File: config.mk
export PLATFORM = sky130hd
export DESIGN_NAME = sacs_sequencer
export DESIGN_NICKNAME = d
export VERILOG_FILES = /design/src/common/sacs_pkg.sv /design/src/sacs_sequencer.sv
export VERILOG_INCLUDE_DIRS = /design/src /design/src/common
export SDC_FILE = /design/constraint.sdc
export NUM_CORES = 1
export LEC_CHECK = 0
export BUFFER_PORTS_ARGS = -buffer_cell sky130_fd_sc_hd__buf_2
export CORE_MARGIN = 1.5
export CORE_UTILIZATION = 50
export DETAILED_ROUTE_END_ITERATION = 12
export PLACE_DENSITY = 0.7
export SLEW_MARGIN = 20
export SYNTH_ARGS = -nofsm -noshare
export SYNTH_HDL_FRONTEND = slang
export SYNTH_SLANG_ARGS = --single-unit
File: constraint.sdc
create_clock -name SYS_CLK_I -period 8.5 [get_ports SYS_CLK_I]
set_input_delay 0 -clock SYS_CLK_I [delete_from_list [all_inputs] [get_ports SYS_CLK_I]]
set_output_delay 0 -clock SYS_CLK_I [all_outputs]
set_load 0.02 [all_outputs]
File: src/common/sacs_regs.svh
// Register offsets, reset values and timing counts of the conversion sequencer
`ifndef SACS_REGS_SVH
`define SACS_REGS_SVH

// ****************************************
// Register word offsets
// ****************************************
`define SACS_OFS_CTL0 6'h00
`define SACS_OFS_CTL1 6'h01
`define SACS_OFS_FLAGS 6'h02
`define SACS_OFS_STAT 6'h03
`define SACS_OFS_PINSEL 6'h04
`define SACS_OFS_MCTL_BASE 2'h1
`define SACS_OFS_MEM_BASE 2'h2

// ****************************************
// Field positions
// ****************************************
`define SACS_CTL0_ARM_BIT 0
`define SACS_CTL0_SC_BIT 1
`define SACS_STAT_BUSY_BIT 0
`define SACS_STAT_ROVR_BIT 1
`define SACS_STAT_TOVR_BIT 2

// ****************************************
// Reset values
// ****************************************
`define SACS_RST_CTL0 16'h0000
`define SACS_RST_CTL1 16'h0000
`define SACS_RST_MCTL 8'h00
`define SACS_RST_PINSEL 8'h00

// ****************************************
// Timing counts, in conversion clocks, and the full-scale result code
// ****************************************
`define SACS_CONV_CYCLES 4'd13
`define SACS_LAST_CONV_CNT 4'd12
`define SACS_FULL_SCALE 12'h0FFF

`endif

File: src/common/sacs_pkg.sv
// Types shared by the conversion sequencer
package sacs_pkg;

    typedef enum logic [1:0] {
        SACS_IDLE = 2'b00,
        SACS_WAIT = 2'b01,
        SACS_SAMPLE = 2'b10,
        SACS_CONV = 2'b11
    } sacs_state_t;

    typedef struct packed {
        logic [3:0] sht_high;
        logic [3:0] sht_low;
        logic [1:0] rsv;
        logic multiple_sample_convert;
        logic core_on;
        logic ref_high;
        logic ref_on;
        logic sc;
        logic arm;
    } sacs_ctl0_t;

    typedef struct packed {
        logic [3:0] start_idx;
        logic rsv;
        logic [1:0] shs;
        logic trigger_polarity_invert;
        logic sample_pulse_mode_sel;
        logic [2:0] div;
        logic [1:0] ssel;
        logic [1:0] mode;
    } sacs_ctl1_t;

    typedef struct packed {
        logic end_of_sequence_mark;
        logic [2:0] sref;
        logic [3:0] inch;
    } sacs_mctl_t;

endpackage

File: src/sacs_sequencer.sv
// Conversion sequencer around a 12-bit successive-approximation core
//
// Chosen here: the placing of the registers and the strobed register port.
`timescale 1ns/10ps
`default_nettype none
`include "sacs_regs.svh"

module sacs_sequencer
    import sacs_pkg::*;
(
    input wire logic SYS_CLK_I,
    input wire logic RST_I,
    input wire logic [5:0] ADDR_I,
    input wire logic [15:0] WDATA_I,
    input wire logic WR_I,
    input wire logic RD_I,
    output logic [15:0] RDATA_O,
    input wire logic SUBSYS_CLK_I,
    input wire logic MASTER_CLK_I,
    input wire logic AUX_CLK_I,
    input wire logic OSC_CLK_I,
    input wire logic [2:0] TMR_TRIG_I,
    input wire logic COMP_I,
    output logic [11:0] DAC_O,
    output logic SAMPLE_O,
    output logic [3:0] CHAN_SEL_O,
    output logic [2:0] REF_SEL_O,
    output logic CORE_EN_O,
    output logic OSC_EN_O,
    output logic REF_EN_O,
    output logic REF_HIGH_O,
    output logic [7:0] PIN_ANALOG_O,
    output logic BUSY_O
);

    // ****************************************
    // Register file
    // ****************************************
    sacs_ctl0_t ctl0_q;
    sacs_ctl1_t ctl1_q;
    sacs_mctl_t mctl_q [16];
    logic [11:0] mem_q [16];
    logic [15:0] ifg_q;
    logic [7:0] pinsel_q;
    logic rovr_q;
    logic tovr_q;
    logic [15:0] rdata_q;

    sacs_state_t st_q;
    sacs_state_t st_d;
    logic [3:0] ptr_q;
    logic [3:0] ptr_d;
    logic res_wr;
    logic conv_start;
    logic [11:0] sar_q;

    logic wr_ctl0;
    logic wr_ctl1;
    logic wr_mctl;
    logic rd_mem;
    assign wr_ctl0 = WR_I && ADDR_I == `SACS_OFS_CTL0;
    assign wr_ctl1 = WR_I && ADDR_I == `SACS_OFS_CTL1;
    assign wr_mctl = WR_I && ADDR_I[5:4] == `SACS_OFS_MCTL_BASE;
    assign rd_mem = RD_I && ADDR_I[5:4] == `SACS_OFS_MEM_BASE;

    // Arm and start bits stay writable while armed so software can disarm
    always_ff @(posedge SYS_CLK_I or posedge RST_I) begin
        if (RST_I) begin
            ctl0_q <= `SACS_RST_CTL0;
        end else begin
            if (wr_ctl0) begin
                if (!ctl0_q.arm) begin
                    ctl0_q <= WDATA_I;
                end else begin
                    ctl0_q.arm <= WDATA_I[`SACS_CTL0_ARM_BIT];
                    ctl0_q.sc <= WDATA_I[`SACS_CTL0_SC_BIT];
                end
            end else if (conv_start) begin
                ctl0_q.sc <= 1'b0;
            end
        end
    end

    always_ff @(posedge SYS_CLK_I or posedge RST_I) begin
        if (RST_I) begin
            ctl1_q <= `SACS_RST_CTL1;
        end else if (wr_ctl1 && !ctl0_q.arm) begin
            ctl1_q <= WDATA_I;
        end
    end

    genvar gi;
    generate
        for (gi = 0; gi < 16; gi++) begin : g_mctl
            always_ff @(posedge SYS_CLK_I or posedge RST_I) begin
                if (RST_I) begin
                    mctl_q[gi] <= `SACS_RST_MCTL;
                end else if (wr_mctl && ADDR_I[3:0] == gi && !ctl0_q.arm) begin
                    mctl_q[gi] <= WDATA_I[7:0];
                end
            end
        end
    endgenerate

    always_ff @(posedge SYS_CLK_I or posedge RST_I) begin
        if (RST_I) begin
            pinsel_q <= `SACS_RST_PINSEL;
        end else if (WR_I && ADDR_I == `SACS_OFS_PINSEL) begin
            pinsel_q <= WDATA_I[7:0];
        end
    end

    // Result memory has no reset; flags say which slots hold data
    always_ff @(posedge SYS_CLK_I) begin
        if (res_wr) begin
            mem_q[ptr_q] <= sar_q;
        end
    end

    // Hardware set wins over a software or read clear
    logic [15:0] ifg_d;
    always_comb begin
        ifg_d = ifg_q;
        if (WR_I && ADDR_I == `SACS_OFS_FLAGS) begin
            ifg_d = WDATA_I;
        end
        if (rd_mem) begin
            ifg_d[ADDR_I[3:0]] = 1'b0;
        end
        if (res_wr) begin
            ifg_d[ptr_q] = 1'b1;
        end
    end

    always_ff @(posedge SYS_CLK_I or posedge RST_I) begin
        if (RST_I) begin
            ifg_q <= 16'h0000;
        end else begin
            ifg_q <= ifg_d;
        end
    end

    always_ff @(posedge SYS_CLK_I or posedge RST_I) begin
        if (RST_I) begin
            rdata_q <= 16'h0000;
        end else if (RD_I) begin
            unique case (ADDR_I[5:4])
                2'h0: begin
                    unique case (ADDR_I)
                        `SACS_OFS_CTL0: rdata_q <= ctl0_q;
                        `SACS_OFS_CTL1: rdata_q <= ctl1_q;
                        `SACS_OFS_FLAGS: rdata_q <= ifg_q;
                        `SACS_OFS_STAT: rdata_q <= {13'h0000, tovr_q, rovr_q, BUSY_O};
                        `SACS_OFS_PINSEL: rdata_q <= {8'h00, pinsel_q};
                        default: rdata_q <= 16'h0000;
                    endcase
                end
                2'h1: rdata_q <= {8'h00, mctl_q[ADDR_I[3:0]]};
                2'h2: rdata_q <= {4'h0, mem_q[ADDR_I[3:0]]};
                default: rdata_q <= 16'h0000;
            endcase
        end else begin
            rdata_q <= 16'h0000;
        end
    end
    assign RDATA_O = rdata_q;

    // ****************************************
    // Conversion clock
    // ****************************************
    logic [3:0] clk_vec;
    logic src_q;
    logic [2:0] div_cnt_q;
    logic tick;
    assign clk_vec = {OSC_CLK_I, AUX_CLK_I, MASTER_CLK_I, SUBSYS_CLK_I};
    assign tick = clk_vec[ctl1_q.ssel] && !src_q && div_cnt_q == ctl1_q.div;

    always_ff @(posedge SYS_CLK_I or posedge RST_I) begin
        if (RST_I) begin
            src_q <= 1'b0;
            div_cnt_q <= 3'd0;
        end else begin
            src_q <= clk_vec[ctl1_q.ssel];
            if (tick) begin
                div_cnt_q <= 3'd0;
            end else if (clk_vec[ctl1_q.ssel] && !src_q) begin
                div_cnt_q <= div_cnt_q + 3'd1;
            end
        end
    end

    // ****************************************
    // Trigger path
    // ****************************************
    logic [3:0] trig_vec;
    logic sample_hold_input;
    logic shi_q;
    logic shi_rise;
    logic chain;
    assign trig_vec = {TMR_TRIG_I, ctl0_q.sc};
    assign sample_hold_input = trig_vec[ctl1_q.shs] ^ ctl1_q.trigger_polarity_invert;
    assign shi_rise = sample_hold_input && !shi_q;
    assign chain = ctl0_q.multiple_sample_convert && ctl1_q.sample_pulse_mode_sel && ctl1_q.mode != 2'b00;

    always_ff @(posedge SYS_CLK_I or posedge RST_I) begin
        if (RST_I) begin
            shi_q <= 1'b0;
        end else begin
            shi_q <= sample_hold_input;
        end
    end

    // ****************************************
    // Sampling timer
    // ****************************************
    sacs_mctl_t cur;
    logic [3:0] sht;
    logic [6:0] samp_len;
    logic [6:0] samp_cnt_q;
    logic synced_q;
    logic samp_done;
    assign cur = mctl_q[ptr_q];
    assign sht = ptr_q[3] ? ctl0_q.sht_high : ctl0_q.sht_low;
    assign samp_len = {({1'b0, sht} + 5'd1), 2'b00};
    assign samp_done = tick && synced_q && samp_cnt_q == samp_len - 7'd1;

    always_ff @(posedge SYS_CLK_I or posedge RST_I) begin
        if (RST_I) begin
            synced_q <= 1'b0;
            samp_cnt_q <= 7'd0;
        end else if (st_q != SACS_SAMPLE) begin
            synced_q <= 1'b0;
            samp_cnt_q <= 7'd0;
        end else if (tick) begin
            if (!synced_q) begin
                synced_q <= 1'b1;
            end else begin
                samp_cnt_q <= samp_cnt_q + 7'd1;
            end
        end
    end

    // ****************************************
    // Sequencer
    // ****************************************
    logic [3:0] cnt_q;
    sacs_state_t cont;
    assign cont = chain ? SACS_SAMPLE : SACS_WAIT;

    always_comb begin
        st_d = st_q;
        ptr_d = ptr_q;
        res_wr = 1'b0;
        unique case (st_q)
            SACS_IDLE: begin
                if (ctl0_q.arm && shi_rise) begin
                    st_d = SACS_SAMPLE;
                    ptr_d = ctl1_q.start_idx;
                end
            end
            SACS_WAIT: begin
                if (!ctl0_q.arm && !ctl1_q.mode[0]) begin
                    st_d = SACS_IDLE;
                end else if (shi_rise) begin
                    st_d = SACS_SAMPLE;
                end
            end
            SACS_SAMPLE: begin
                if (ctl1_q.sample_pulse_mode_sel ? samp_done : (tick && !sample_hold_input)) begin
                    st_d = SACS_CONV;
                end
            end
            SACS_CONV: begin
                if (tick && cnt_q == `SACS_LAST_CONV_CNT) begin
                    res_wr = 1'b1;
                    unique case (ctl1_q.mode)
                        2'b00: st_d = SACS_IDLE;
                        2'b01: begin
                            if (cur.end_of_sequence_mark) begin
                                st_d = SACS_IDLE;
                            end else begin
                                ptr_d = ptr_q + 4'd1;
                                st_d = cont;
                            end
                        end
                        2'b10: st_d = ctl0_q.arm ? cont : SACS_IDLE;
                        2'b11: begin
                            if (!cur.end_of_sequence_mark) begin
                                ptr_d = ptr_q + 4'd1;
                                st_d = cont;
                            end else if (ctl0_q.arm) begin
                                ptr_d = ctl1_q.start_idx;
                                st_d = cont;
                            end else begin
                                st_d = SACS_IDLE;
                            end
                        end
                    endcase
                end
            end
        endcase
        // Disarm in single-once mode aborts at once; result is unreliable
        if (!ctl0_q.arm && ctl1_q.mode == 2'b00) begin
            st_d = SACS_IDLE;
        end
    end
    assign conv_start = st_q == SACS_SAMPLE && st_d == SACS_CONV;

    always_ff @(posedge SYS_CLK_I or posedge RST_I) begin
        if (RST_I) begin
            st_q <= SACS_IDLE;
            ptr_q <= 4'd0;
        end else begin
            st_q <= st_d;
            ptr_q <= ptr_d;
        end
    end

    // ****************************************
    // Successive approximation
    // ****************************************
    logic [3:0] bitpos;
    assign bitpos = 4'd11 - cnt_q;

    always_ff @(posedge SYS_CLK_I or posedge RST_I) begin
        if (RST_I) begin
            cnt_q <= 4'd0;
            sar_q <= 12'h000;
        end else if (conv_start) begin
            cnt_q <= 4'd0;
            sar_q <= 12'h000;
        end else if (st_q == SACS_CONV && tick && cnt_q < `SACS_LAST_CONV_CNT) begin
            sar_q[bitpos] <= COMP_I;
            cnt_q <= cnt_q + 4'd1;
        end
    end

    // ****************************************
    // Overrun flags, write one to clear, set wins
    // ****************************************
    logic stat_wr;
    assign stat_wr = WR_I && ADDR_I == `SACS_OFS_STAT;

    always_ff @(posedge SYS_CLK_I or posedge RST_I) begin
        if (RST_I) begin
            rovr_q <= 1'b0;
            tovr_q <= 1'b0;
        end else begin
            if (res_wr && ifg_q[ptr_q]) begin
                rovr_q <= 1'b1;
            end else if (stat_wr && WDATA_I[`SACS_STAT_ROVR_BIT]) begin
                rovr_q <= 1'b0;
            end
            if (shi_rise && (st_q == SACS_SAMPLE || st_q == SACS_CONV) && !chain) begin
                tovr_q <= 1'b1;
            end else if (stat_wr && WDATA_I[`SACS_STAT_TOVR_BIT]) begin
                tovr_q <= 1'b0;
            end
        end
    end

    // ****************************************
    // Analog side controls
    // ****************************************
    assign DAC_O = st_q == SACS_CONV ? (sar_q | 12'(12'h001 << bitpos)) : 12'h000;
    assign SAMPLE_O = st_q == SACS_SAMPLE && (ctl1_q.sample_pulse_mode_sel || sample_hold_input);
    assign CHAN_SEL_O = cur.inch;
    assign REF_SEL_O = cur.sref;
    assign BUSY_O = st_q != SACS_IDLE;
    assign CORE_EN_O = ctl0_q.core_on && BUSY_O;
    // Oscillator runs only while busy, and only when chosen as the conversion clock source
    assign OSC_EN_O = ctl1_q.ssel == 2'd3 && BUSY_O;
    assign REF_EN_O = ctl0_q.ref_on;
    assign REF_HIGH_O = ctl0_q.ref_high;
    assign PIN_ANALOG_O = pinsel_q;

    // ****************************************
    // Checks
    // ****************************************
    logic [3:0] conv_ticks_q;
    always_ff @(posedge SYS_CLK_I or posedge RST_I) begin
        if (RST_I) begin
            conv_ticks_q <= 4'd0;
        end else if (st_q != SACS_CONV) begin
            conv_ticks_q <= 4'd0;
        end else if (tick) begin
            conv_ticks_q <= conv_ticks_q + 4'd1;
        end
    end
endmodule
`default_nettype wire

==> results of run 1 <==
[how the worst max path moves through the flow]
| stage | start | to | cells after the start |
|---|---|---|---|
| 6_report | ADDR_I[0] | RDATA_O[6]$_DFF_PP0_ | 8 |
| 5_1_grt | ADDR_I[0] | RDATA_O[6]$_DFF_PP0_ | 8 |
| 4_1_cts | ptr_q[3]$_DFFE_PP0P_ | cnt_q[2]$_DFFE_PP0P_ | 9 |
| 3_5_place_dp | ptr_q[3]$_DFFE_PP0P_ | cnt_q[2]$_DFFE_PP0P_ | 9 |
| 3_3_place_gp | ptr_q[3]$_DFFE_PP0P_ | cnt_q[2]$_DFFE_PP0P_ | 9 |
| 2_1_floorplan | RST_I | PIN_ANALOG_O[0]$_DFFE_PP0P_ | 1 |
[cell families after synthesis]
logic type                 count (synthesis)  synth area share (%)
DFF                                      429                  57.9
adders and majority gates                 17                  1.05
xor gates and xnor gates                  18                 0.780
and+or+nand+nor                          243                  6.13
buffers and inverters                    110                  2.18
muxes                                    366                  28.2
AOI/OAI and AO/OA                        107                  3.75
[timing repair]
action,CTS,global route
setup buffers,0,0
hold buffers,21,0
hold endpoints to repair,161,0
[cell usage in the layout (no fill, tap or decap), drive strengths merged, types with 6 or more instances in the layout]
master	n
mux2i	46
and3	10
o21ai	19
mux2	174
clkbuf	69
clkinv	9
inv	26
or2	12
nor3	25
nand3	23
a21oi	29
dfrtp	237
and2	22
nor2b	8
a221oi	17
buf	98
nand2	58
xnor2	12
dlygate4sd3	21
ha	17
nor2	60
mux4	146
edfxtp	192
xor2	6
[through the flow]
stage	total power [mW]	std cells	area (um^2)
after detailed placement	3.26	1827	21100
after global routing	5.38	1930	22800
final	5.20	1930	22800
after floorplan	3.01	1290	20200
after CTS	5.23	1930	22800
after global placement	3.25	1825	21100
[final cells by class]
cell class / count / area, um^2 / area share, %
multi-input combinational: 751 / 8100 / 35.6
clock inverter: 13 / 145 / 0.637
tap: 525 / 657 / 2.89
timing repair buffer: 119 / 757 / 3.32
sequential: 429 / 11700 / 51.4
inverter: 24 / 97.6 / 0.429
clock buffer: 69 / 1320 / 5.79
[critical path: cells and delay by family]
kind,cells,cell delay [ns]
AO/OA/AOI/OAI,2,0.87
buffers and inverters,4,2.26
AND/OR/NAND/NOR,2,0.55
[cell usage after synthesis (all sizes together) (10+ instances only)]
| cell | instances | area (um^2) |
|---|---|---|
| dfrtp | 237 | 5930 |
| edfxtp | 192 | 5770 |
| mux2 | 174 | 1960 |
| mux4 | 146 | 3290 |
| nor2 | 60 | 228 |
| nand2 | 58 | 218 |
| clkbuf | 52 | 195 |
| mux2i | 46 | 460 |
| buf | 34 | 155 |
| a21oi | 29 | 145 |
| nor3 | 25 | 135 |
| inv | 24 | 90.1 |
| nand3 | 23 | 115 |
| and2 | 22 | 138 |
| o21ai | 19 | 95.1 |
| a221oi | 17 | 149 |
| ha | 17 | 213 |
| or2 | 12 | 75.1 |
| xnor2 | 12 | 105 |
| and3 | 10 | 62.6 |
[where the power goes]
| part | internal (mW) | leakage, nW | total (mW) | switching, mW |
|---|---|---|---|---|
| logic | 0.387 | 3.63 | 0.803 | 0.416 |
| registers | 2.29 | 5.09 | 2.44 | 0.147 |
| clock network | 1.13 | 0.716 | 1.96 | 0.827 |
| total | 3.81 | 9.43 | 5.20 | 1.39 |
[flip-flops by register name, indices dropped and copies added, names as in the netlist, 2 cells and up]
signal and count:
PIN_ANALOG_O 8, ctl1_q 16, mem_q 192, mctl_q 128, ctl0_q 14, st_q 2, cnt_q 4, div_cnt_q 3
ptr_q 4, RDATA_O 16, ifg_q 16, sar_q 12, samp_cnt_q 7
[layer usage]
metal	wire, um	global-route usage, %	vias up
li1	-	-	5164
met1	21900	37.0	6423
met2	25400	41.7	580
met3	4530	5.39	119
met4	1750	9.22	2
met5	69	1.31	-
==> flow_summary.ini, run 1 <==
[placed_design]
place.gp.congestion = 0.865
io_buffer_count = 82
pre_cts_slack_ns = 5.07
hpwl_um = 34800

[timing]
max_freq_mhz = 300
timing.final.crit_share_pct = 39.3
worst_slack_ns = 5.16
finClkSkew_ns = 0.0253
relSlewSlack_pct = 30.1
maxSlewViolCount = 0
min_period_ns = 3.34
whs_ns = 0.0308
hold_viol_final = 0
finalSetupViolCount = 0
setup-tns-final_ns = 0
grt_setup_unrepaired = no
worst_pin_slew_ns = 1.05

[min_path]
min-delay-start = WDATA_I[0]
hold_path.class = input port to flip-flop
hold_path_end = mctl_q[72]$_DFFE_PP0P_
hold_path_depth = 2

[final_layout]
postLayoutCoreUtil_pct = 57.2
areaGrowthSynthToFinish_pct = 12.7
drive_gt1_share_pct = 36.4
final_nets = 1421
num_antenna_cells = 0
fillers = 3115

[critical_path]
cp_max_fo = 45
worst_setup_path_end_kind = flip-flop
max_stage_delay_ns = 0.80
worstSetupPathType = input port to flip-flop
rr_endpoint = mem_q[6][11]$_DFFE_PP_
r2r_slack_ns = 5.22
crit_arrival_ns = 3.74
reg2reg_depth = 5
crit_slowest_cell = buf_4
cp_cell_sequence = dlygate4sd3_1 -> buf_6 -> buf_4 -> buf_4 -> nor2_2 -> nor4b_4 -> a221oi_1 -> a221oi_1
r2r_start = ctl1_q[2]$_DFFE_PP0P_
critPathRequiredTime_ns = 8.90
cp-start-kind = input port

[clock_network]
cts_resized = 0
cts_sinks = 429
clock_tree.root_cell = clkbuf_16
cts_tree = yes
cts_buffers = 45
htreeDepth = 2
clock_path_buffers = 3
insertion_delay_ns = 0.58
clk_transition_reported_paths_ns = 0.06

[run]
drv_cap = 0

[floorplan]
die_w_um = 204
dieArea_um2 = 41600
start_util_pct = 50.8
coreArea_um2 = 39800
die_h_um = 204
placementRows = 73
io_pins = 83

[global_routing]
grt_pass1_vias = 12392
grtUsageTotal_pct = 26.5
grt_max_degree = 97
antenna_found_initial = 1
grt_pass1_wl_um = 80700
overflow = 0

[logic_synthesis]
synth.distinct_cells = 60
syn_nets = 1341
ys_seq_area_share_pct = 57.9
async_flop_share_pct = 55.2
syn_inst = 1290
synthFlopType = dfrtp_1
avgSynthCellArea_um2 = 15.7
syn_area_um2 = 20200
synth_edf_count = 192
ys_ff_latch = 429
ys_warn_count = 0

[pwr]
peakVddDrop_mv = 0.133
leakage_nw = 9.43
powerDensity_nw_per_um2 = 229

[drt]
dr.pass1.iters = 6
vias_per_cell = 6.37
drtIter0Drc = 1240
drc = 0
wl_per_cell_um = 27.8
vias = 12288
wl_um = 53700
ant_nets = 0

[status]
run_status = completed
(Power assumes the default switching activity.)
==> inputs of run 2 (changes only) <==
Settings changed: ABC_AREA set to 1, PLACE_DENSITY 0.7 to 0.72.
Clock period 8.5 ns to 3 ns, I/O delays scaled along.
==> flow_summary.ini, run 2 <==
[status]
run_status = completed

[logic_synthesis]
post-synth-top-count-cell = nand2_1
synth.distinct_cells = 46
synth_top_area_cell = dfrtp_1
syn_area_um2 = 20100
async_flop_share_pct = 55.2
ys_warn_count = 0
synth_edf_count = 192
avgSynthCellArea_um2 = 9.21
synth_top_area_share_pct = 29.6
syn_inst = 2178
syn_nets = 2229
ys_ff_latch = 429
netlist_top_cells_count = nand2_1 (414), o21ai_0 (353), dfrtp_1 (237), edfxtp_1 (192), inv_1 (190)
synthFlopType = dfrtp_1
netlist_top_cells_area = dfrtp_1 (30%), edfxtp_1 (29%), o21ai_0 (8.8%), nand2_1 (7.7%), nand3_1 (4.7%)
ys_seq_area_share_pct = 58.3

[pwr]
peakVddDrop_mv = 0.517
powerDensity_nw_per_um2 = 651
leakage_nw = 9.47
finalPower_mw = 15.0

[clock_network]
cts_buffers = 46
clk_transition_reported_paths_ns = 0.06
postCtsSetupBuffers = 0
clock_tree.root_cell = clkbuf_16
cts_sinks = 429
insertion_delay_ns = 0.58
htreeDepth = 2
clock_path_buffers = 3
cts_tree = yes

[final_layout]
reg_top3 = mem_q x192, mctl_q x128
final_nets = 2332
final_common_cell = nand2_1
drive_gt1_share_pct = 11.3
stdcell_count = 2844
areaGrowthSynthToFinish_pct = 14.9
top_register = mem_q
largest_reg_flops = 192
mostFrequentLayoutCells = nand2_1 (412), o21ai_0 (353), dfrtp_1 (236)

[floorplan]
start_util_pct = 50.6
coreArea_um2 = 39600
io_pins = 83
placementRows = 73
dieArea_um2 = 41300
die_w_um = 203
die_h_um = 203

[timing]
max_freq_mhz = 350
worst_pin_slew_ns = 1.07
maxSlewViolCount = 0
finClkSkew_ns = 0.0187
relSlewSlack_pct = 28.8
timing.final.crit_share_pct = 95.3
finalSetupViolCount = 0
min_period_ns = 2.86
hold_viol_final = 0
grt_setup_unrepaired = no

[drt]
drc = 0
vias = 17183
wl_um = 61800
drtIter0Drc = 2204
dr.pass1.iters = 6
ant_nets = 0
wl_per_cell_um = 21.7
vias_per_cell = 6.04

[placed_design]
io_buffer_count = 82
dpl.cell_count = 2730
hpwl_um = 41000
place.gp.congestion = 1.05

[critical_path]
r2r_start = ctl1_q[2]$_DFFE_PP0P_
crit_buf_inv = 4
critPathRequiredTime_ns = 3.00
cp_cell_sequence = inv_4 -> nor2_1 -> buf_4 -> inv_1 -> a21oi_1 -> or4_1 -> buf_2
critical_path.startpoint = ptr_q[3]$_DFFE_PP0P_
max_stage_delay_ns = 0.55
crit_family = buffers and inverters
cp_max_fo = 13
worstSetupPathType = flip-flop to output port
crit_arrival_ns = 2.86
crit_slowest_cell = or4_1
cp-start-kind = flip-flop
worst_setup_path_end_kind = output port

[min_path]
min-delay-start = ADDR_I[5]
hold_path.class = input port to flip-flop

[global_routing]
grt_pass1_vias = 16115
grt_pass1_wl_um = 95300
overflow = 0
grt_max_degree = 131
grtUsageTotal_pct = 30.2
antenna_found_initial = 0

[run]
drv_cap = 0
-- run 2: cell count changes in the layout (fill, tap and decap cells not counted), moves of 35 or more --
| cell | previous run | this run |
|---|---|---|
| buf_4 | 16 | 66 |
| nor2_1 | 57 | 117 |
| nand2_1 | 58 | 412 |
| mux2_2 | 174 | 0 |
| o22ai_1 | 0 | 35 |
| mux2i_1 | 46 | 1 |
| a21oi_1 | 29 | 94 |
| o21ai_0 | 19 | 353 |
| nand3_1 | 23 | 189 |
| mux4_2 | 146 | 0 |
| inv_1 | 23 | 189 |
| a22oi_1 | 5 | 55 |
-- run 2: through the flow --
| stage | utilization, % | setup TNS [ns] | area, um^2 | worst slack (ns) | hold slack, ns |
|---|---|---|---|---|---|
| floorplan | - | -25.09 | 20100 | -0.106 | 0.117 |
| global placement | 53.5 | 0 | 21200 | 0.301 | -0.0569 |
| detailed placement | 53.5 | 0 | 21200 | 0.213 | -0.0564 |
| CTS | 58.1 | 0 | 23000 | 0.167 | 0.00587 |
| global route | 58.2 | 0 | 23100 | 0.0148 | 0.0531 |
| finish | 58.2 | 0 | 23100 | 0.141 | 0.0295 |
-- run 2: report_power, final --
group	total, mW	switching (mW)	internal, mW	leakage (nW)
clock network	5.88	2.36	3.52	0.769
registers	6.92	0.397	6.53	5.01
logic	2.21	1.51	0.698	3.69
total	15.0	4.27	10.7	9.47
-- run 2: logic make-up after synthesis --
family                     after synthesis  share of synthesized area, %
and+or+nand+nor                        770                          16.3
xor gates and xnor gates                 9                         0.393
buffers and inverters                  330                          6.52
AOI/OAI and AO/OA                      622                          17.4
adders and majority gates               17                          1.06
muxes                                    1                        0.0499
DFF                                    429                          58.3
-- run 2: final timing paths --
kind,endpoint,slack [ns],cells past startpoint
setup reg to reg,mem_q[11][8]$_DFFE_PP_,0.17,14
max in group asynchronous,sar_q[3]$_DFFE_PP0P_,1.54,5
min in group asynchronous,ctl1_q[15]$_DFFE_PP0P_,0.49,4
hold / removal,RDATA_O[2]$_DFF_PP0_,0.03,5
hold reg to reg,mctl_q[40]$_DFFE_PP0P_,0.49,2
setup / recovery,CHAN_SEL_O[0],0.14,7
-- run 2: timing repair --
item	CTS	global route
resized for setup	0	2
hold endpoints to repair	296	0
hold buffers	28	0
setup endpoints to repair	0	24
-- run 2: area by class of cell --
cell class	instances	area, um^2
repair buffers	180	1280
clock buffers	63	1330
flip-flops and latches	429	11700
fillers	3408	16600
well taps	525	657
inverters	205	776
diodes	1	2.50
multi-input cells	1419	7070
clock inverters	22	240
-- run 2: per-layer routing --
metal | wire length, um | global-route usage (%) | vias to the layer above
met2 | 27600 | 45.7 | 1090
met4 | 2990 | 14.9 | 0
met1 | 24900 | 42.4 | 8182
met3 | 6370 | 5.10 | 173
li1 | - | - | 7738
met5 | 0 | 0 | -
-- run 2: worst reg2reg max path, stage by stage, from the launching register on --
cell,delay (ns)
dfrtp_1,0.42
inv_2,0.12
nand2_1,0.07
nand3_1,0.07
nand2_1,0.07
inv_2,0.07
nand2_2,0.09
nor2_4,0.14
inv_1,0.06
nor2_1,0.17
nand2_1,0.08
inv_1,0.31
nand2_1,0.41
nor2_1,0.21
buf_4,0.24
==> inputs of run 3 (changes only) <==
Settings changed: ABC_AREA 1 to unset.
==> flow_summary.ini, run 3 (same netlist as run 1, synthesis figures left out) <==
[timing]
relSlewSlack_pct = 43.2
worst_pin_slew_ns = 0.850
whs_ns = 0.0295
finClkSkew_ns = 0.0102
min_period_ns = 2.86
setup-tns-final_ns = 0
finalSetupViolCount = 0
maxSlewViolCount = 0
timing.final.crit_share_pct = 95.4
max_freq_mhz = 349
hold_viol_final = 0

[floorplan]
coreArea_um2 = 39800
die_h_um = 204
die_w_um = 204
io_pins = 83
start_util_pct = 50.8
dieArea_um2 = 41600
placementRows = 73

[clock_network]
insertion_delay_ns = 0.58
cts_buffers = 44
htreeDepth = 2
clock_tree.root_cell = clkbuf_16
clock_path_buffers = 3
cts_sinks = 429
clk_transition_reported_paths_ns = 0.06
cts_tree = yes

[pwr]
peakVddDrop_mv = 0.413
finalPower_mw = 14.9
powerDensity_nw_per_um2 = 640
leakage_nw = 9.72

[final_layout]
top_register = mem_q
postLayoutCoreUtil_pct = 58.3
largest_reg_flops = 192
reg_top3 = mem_q x192, mctl_q x128
num_antenna_cells = 0
areaGrowthSynthToFinish_pct = 15.0
final_nets = 1468
mostFrequentLayoutCells = dfrtp_1 (235), edfxtp_1 (192), mux2_2 (174)
stdcell_count = 1978
drive_gt1_share_pct = 38.6
final_common_cell = dfrtp_1

[critical_path]
worst_setup_path_end_kind = flip-flop
max_stage_delay_ns = 0.61
cp_common_cell = buf_4
critPathRequiredTime_ns = 3.46
crit_arrival_ns = 3.32
crit_slowest_cell = dlygate4sd3_1
crit_buf_inv = 3
cp_cell_sequence = mux4_2 -> dlygate4sd3_1 -> xor2_2 -> nand4b_1 -> a211oi_4 -> buf_4 -> buf_4 -> a2bb2oi_2
cp-start-kind = flip-flop
cp_max_fo = 5
crit_family = buffers and inverters
worstSetupPathType = flip-flop to flip-flop

[drt]
drc = 0
wl_per_cell_um = 26.6
wl_um = 52700
ant_nets = 0
dr.pass1.iters = 5
vias_per_cell = 6.29
drtIter0Drc = 1209
vias = 12446

[global_routing]
antenna_found_initial = 0
grt_pass1_wl_um = 80400
grtUsageTotal_pct = 26.2
overflow = 0
grt_max_degree = 62
grt_pass1_vias = 12895

[placed_design]
dpl.cell_count = 1870
place.gp.congestion = 0.921
hpwl_um = 35700
io_buffer_count = 82

[min_path]
hold_path.class = input port to flip-flop

[run]
drv_cap = 0

[status]
run_status = completed
run 3: changes by cell type in the layout (fill, tap and decap cells not counted), moves of 45 or more:
cell,change
o21ai_0,-334
mux2i_1,+45
a21oi_1,-65
inv_1,-166
mux4_2,+146
a22oi_1,-50
nor2_1,-58
nand3_1,-166
mux2_2,+174
nand2_1,-354
run 3: path summary, 6_finish.rpt:
| kind | from | end | slack, ns | depth (start not counted) |
|---|---|---|---|---|
| min in group asynchronous | RST_I | mctl_q[92]$_DFFE_PP0P_ | 0.15 | 3 |
| max in group asynchronous | RST_I | sar_q[1]$_DFFE_PP0P_ | 2.07 | 4 |
| worst min register to register | rovr_q$_DFFE_PP0P_ | rovr_q$_DFFE_PP0P_ | 0.51 | 1 |
| worst max-delay path | ctl1_q[9]$_DFFE_PP0P_ | ptr_q[3]$_DFFE_PP0P_ | 0.14 | 8 |
| worst max register to register | ctl1_q[9]$_DFFE_PP0P_ | ptr_q[3]$_DFFE_PP0P_ | 0.14 | 8 |
| worst min-delay path | WDATA_I[5] | mctl_q[85]$_DFFE_PP0P_ | 0.03 | 2 |
run 3: final cells by class:
| cell class | count | area, um^2 |
|---|---|---|
| Clock inverter | 18 | 193 |
| Sequential cell | 429 | 11700 |
| Timing Repair Buffer | 167 | 1210 |
| Clock buffer | 64 | 1300 |
| Multi-Input combinational cell | 751 | 8080 |
| Tap cell | 525 | 657 |
| Fill cell | 3049 | 16600 |
| Inverter | 24 | 93.8 |
run 3: repair_timing:
action / 4_1_cts / 5_1_grt
endpoints found under the setup margin: 0 / 5
hold buffers: 23 / 0
endpoints found under the hold margin: 119 / 0
gates resized for setup: 0 / 1
setup buffers: 0 / 3
run 3: routing by layer:
| layer | part of all wire [%] | up-vias | global-route usage [%] |
|---|---|---|---|
| met5 | 0 | - | 0 |
| met4 | 3.3 | 0 | 9.51 |
| met3 | 7.3 | 99 | 4.75 |
| met2 | 48 | 547 | 41.9 |
| met1 | 42 | 6553 | 36.1 |
| li1 | - | 5247 | - |
run 3: metrics by stage:
| stage | setup slack (ns) | instance area [um^2] |
|---|---|---|
| after global placement | 0.420 | 21500 |
| after global routing | -0.00324 | 23200 |
| after detailed placement | 0.348 | 21500 |
| after floorplan | -0.106 | 20200 |
| after CTS | 0.0430 | 23200 |
| final | 0.138 | 23200 |
run 3: where the power goes:
group / internal [mW] / total [mW] / switching [mW]
sequential: 6.49 / 6.91 / 0.414
combinational: 1.16 / 2.37 / 1.20
clock: 3.27 / 5.60 / 2.32
total: 10.9 / 14.9 / 3.94
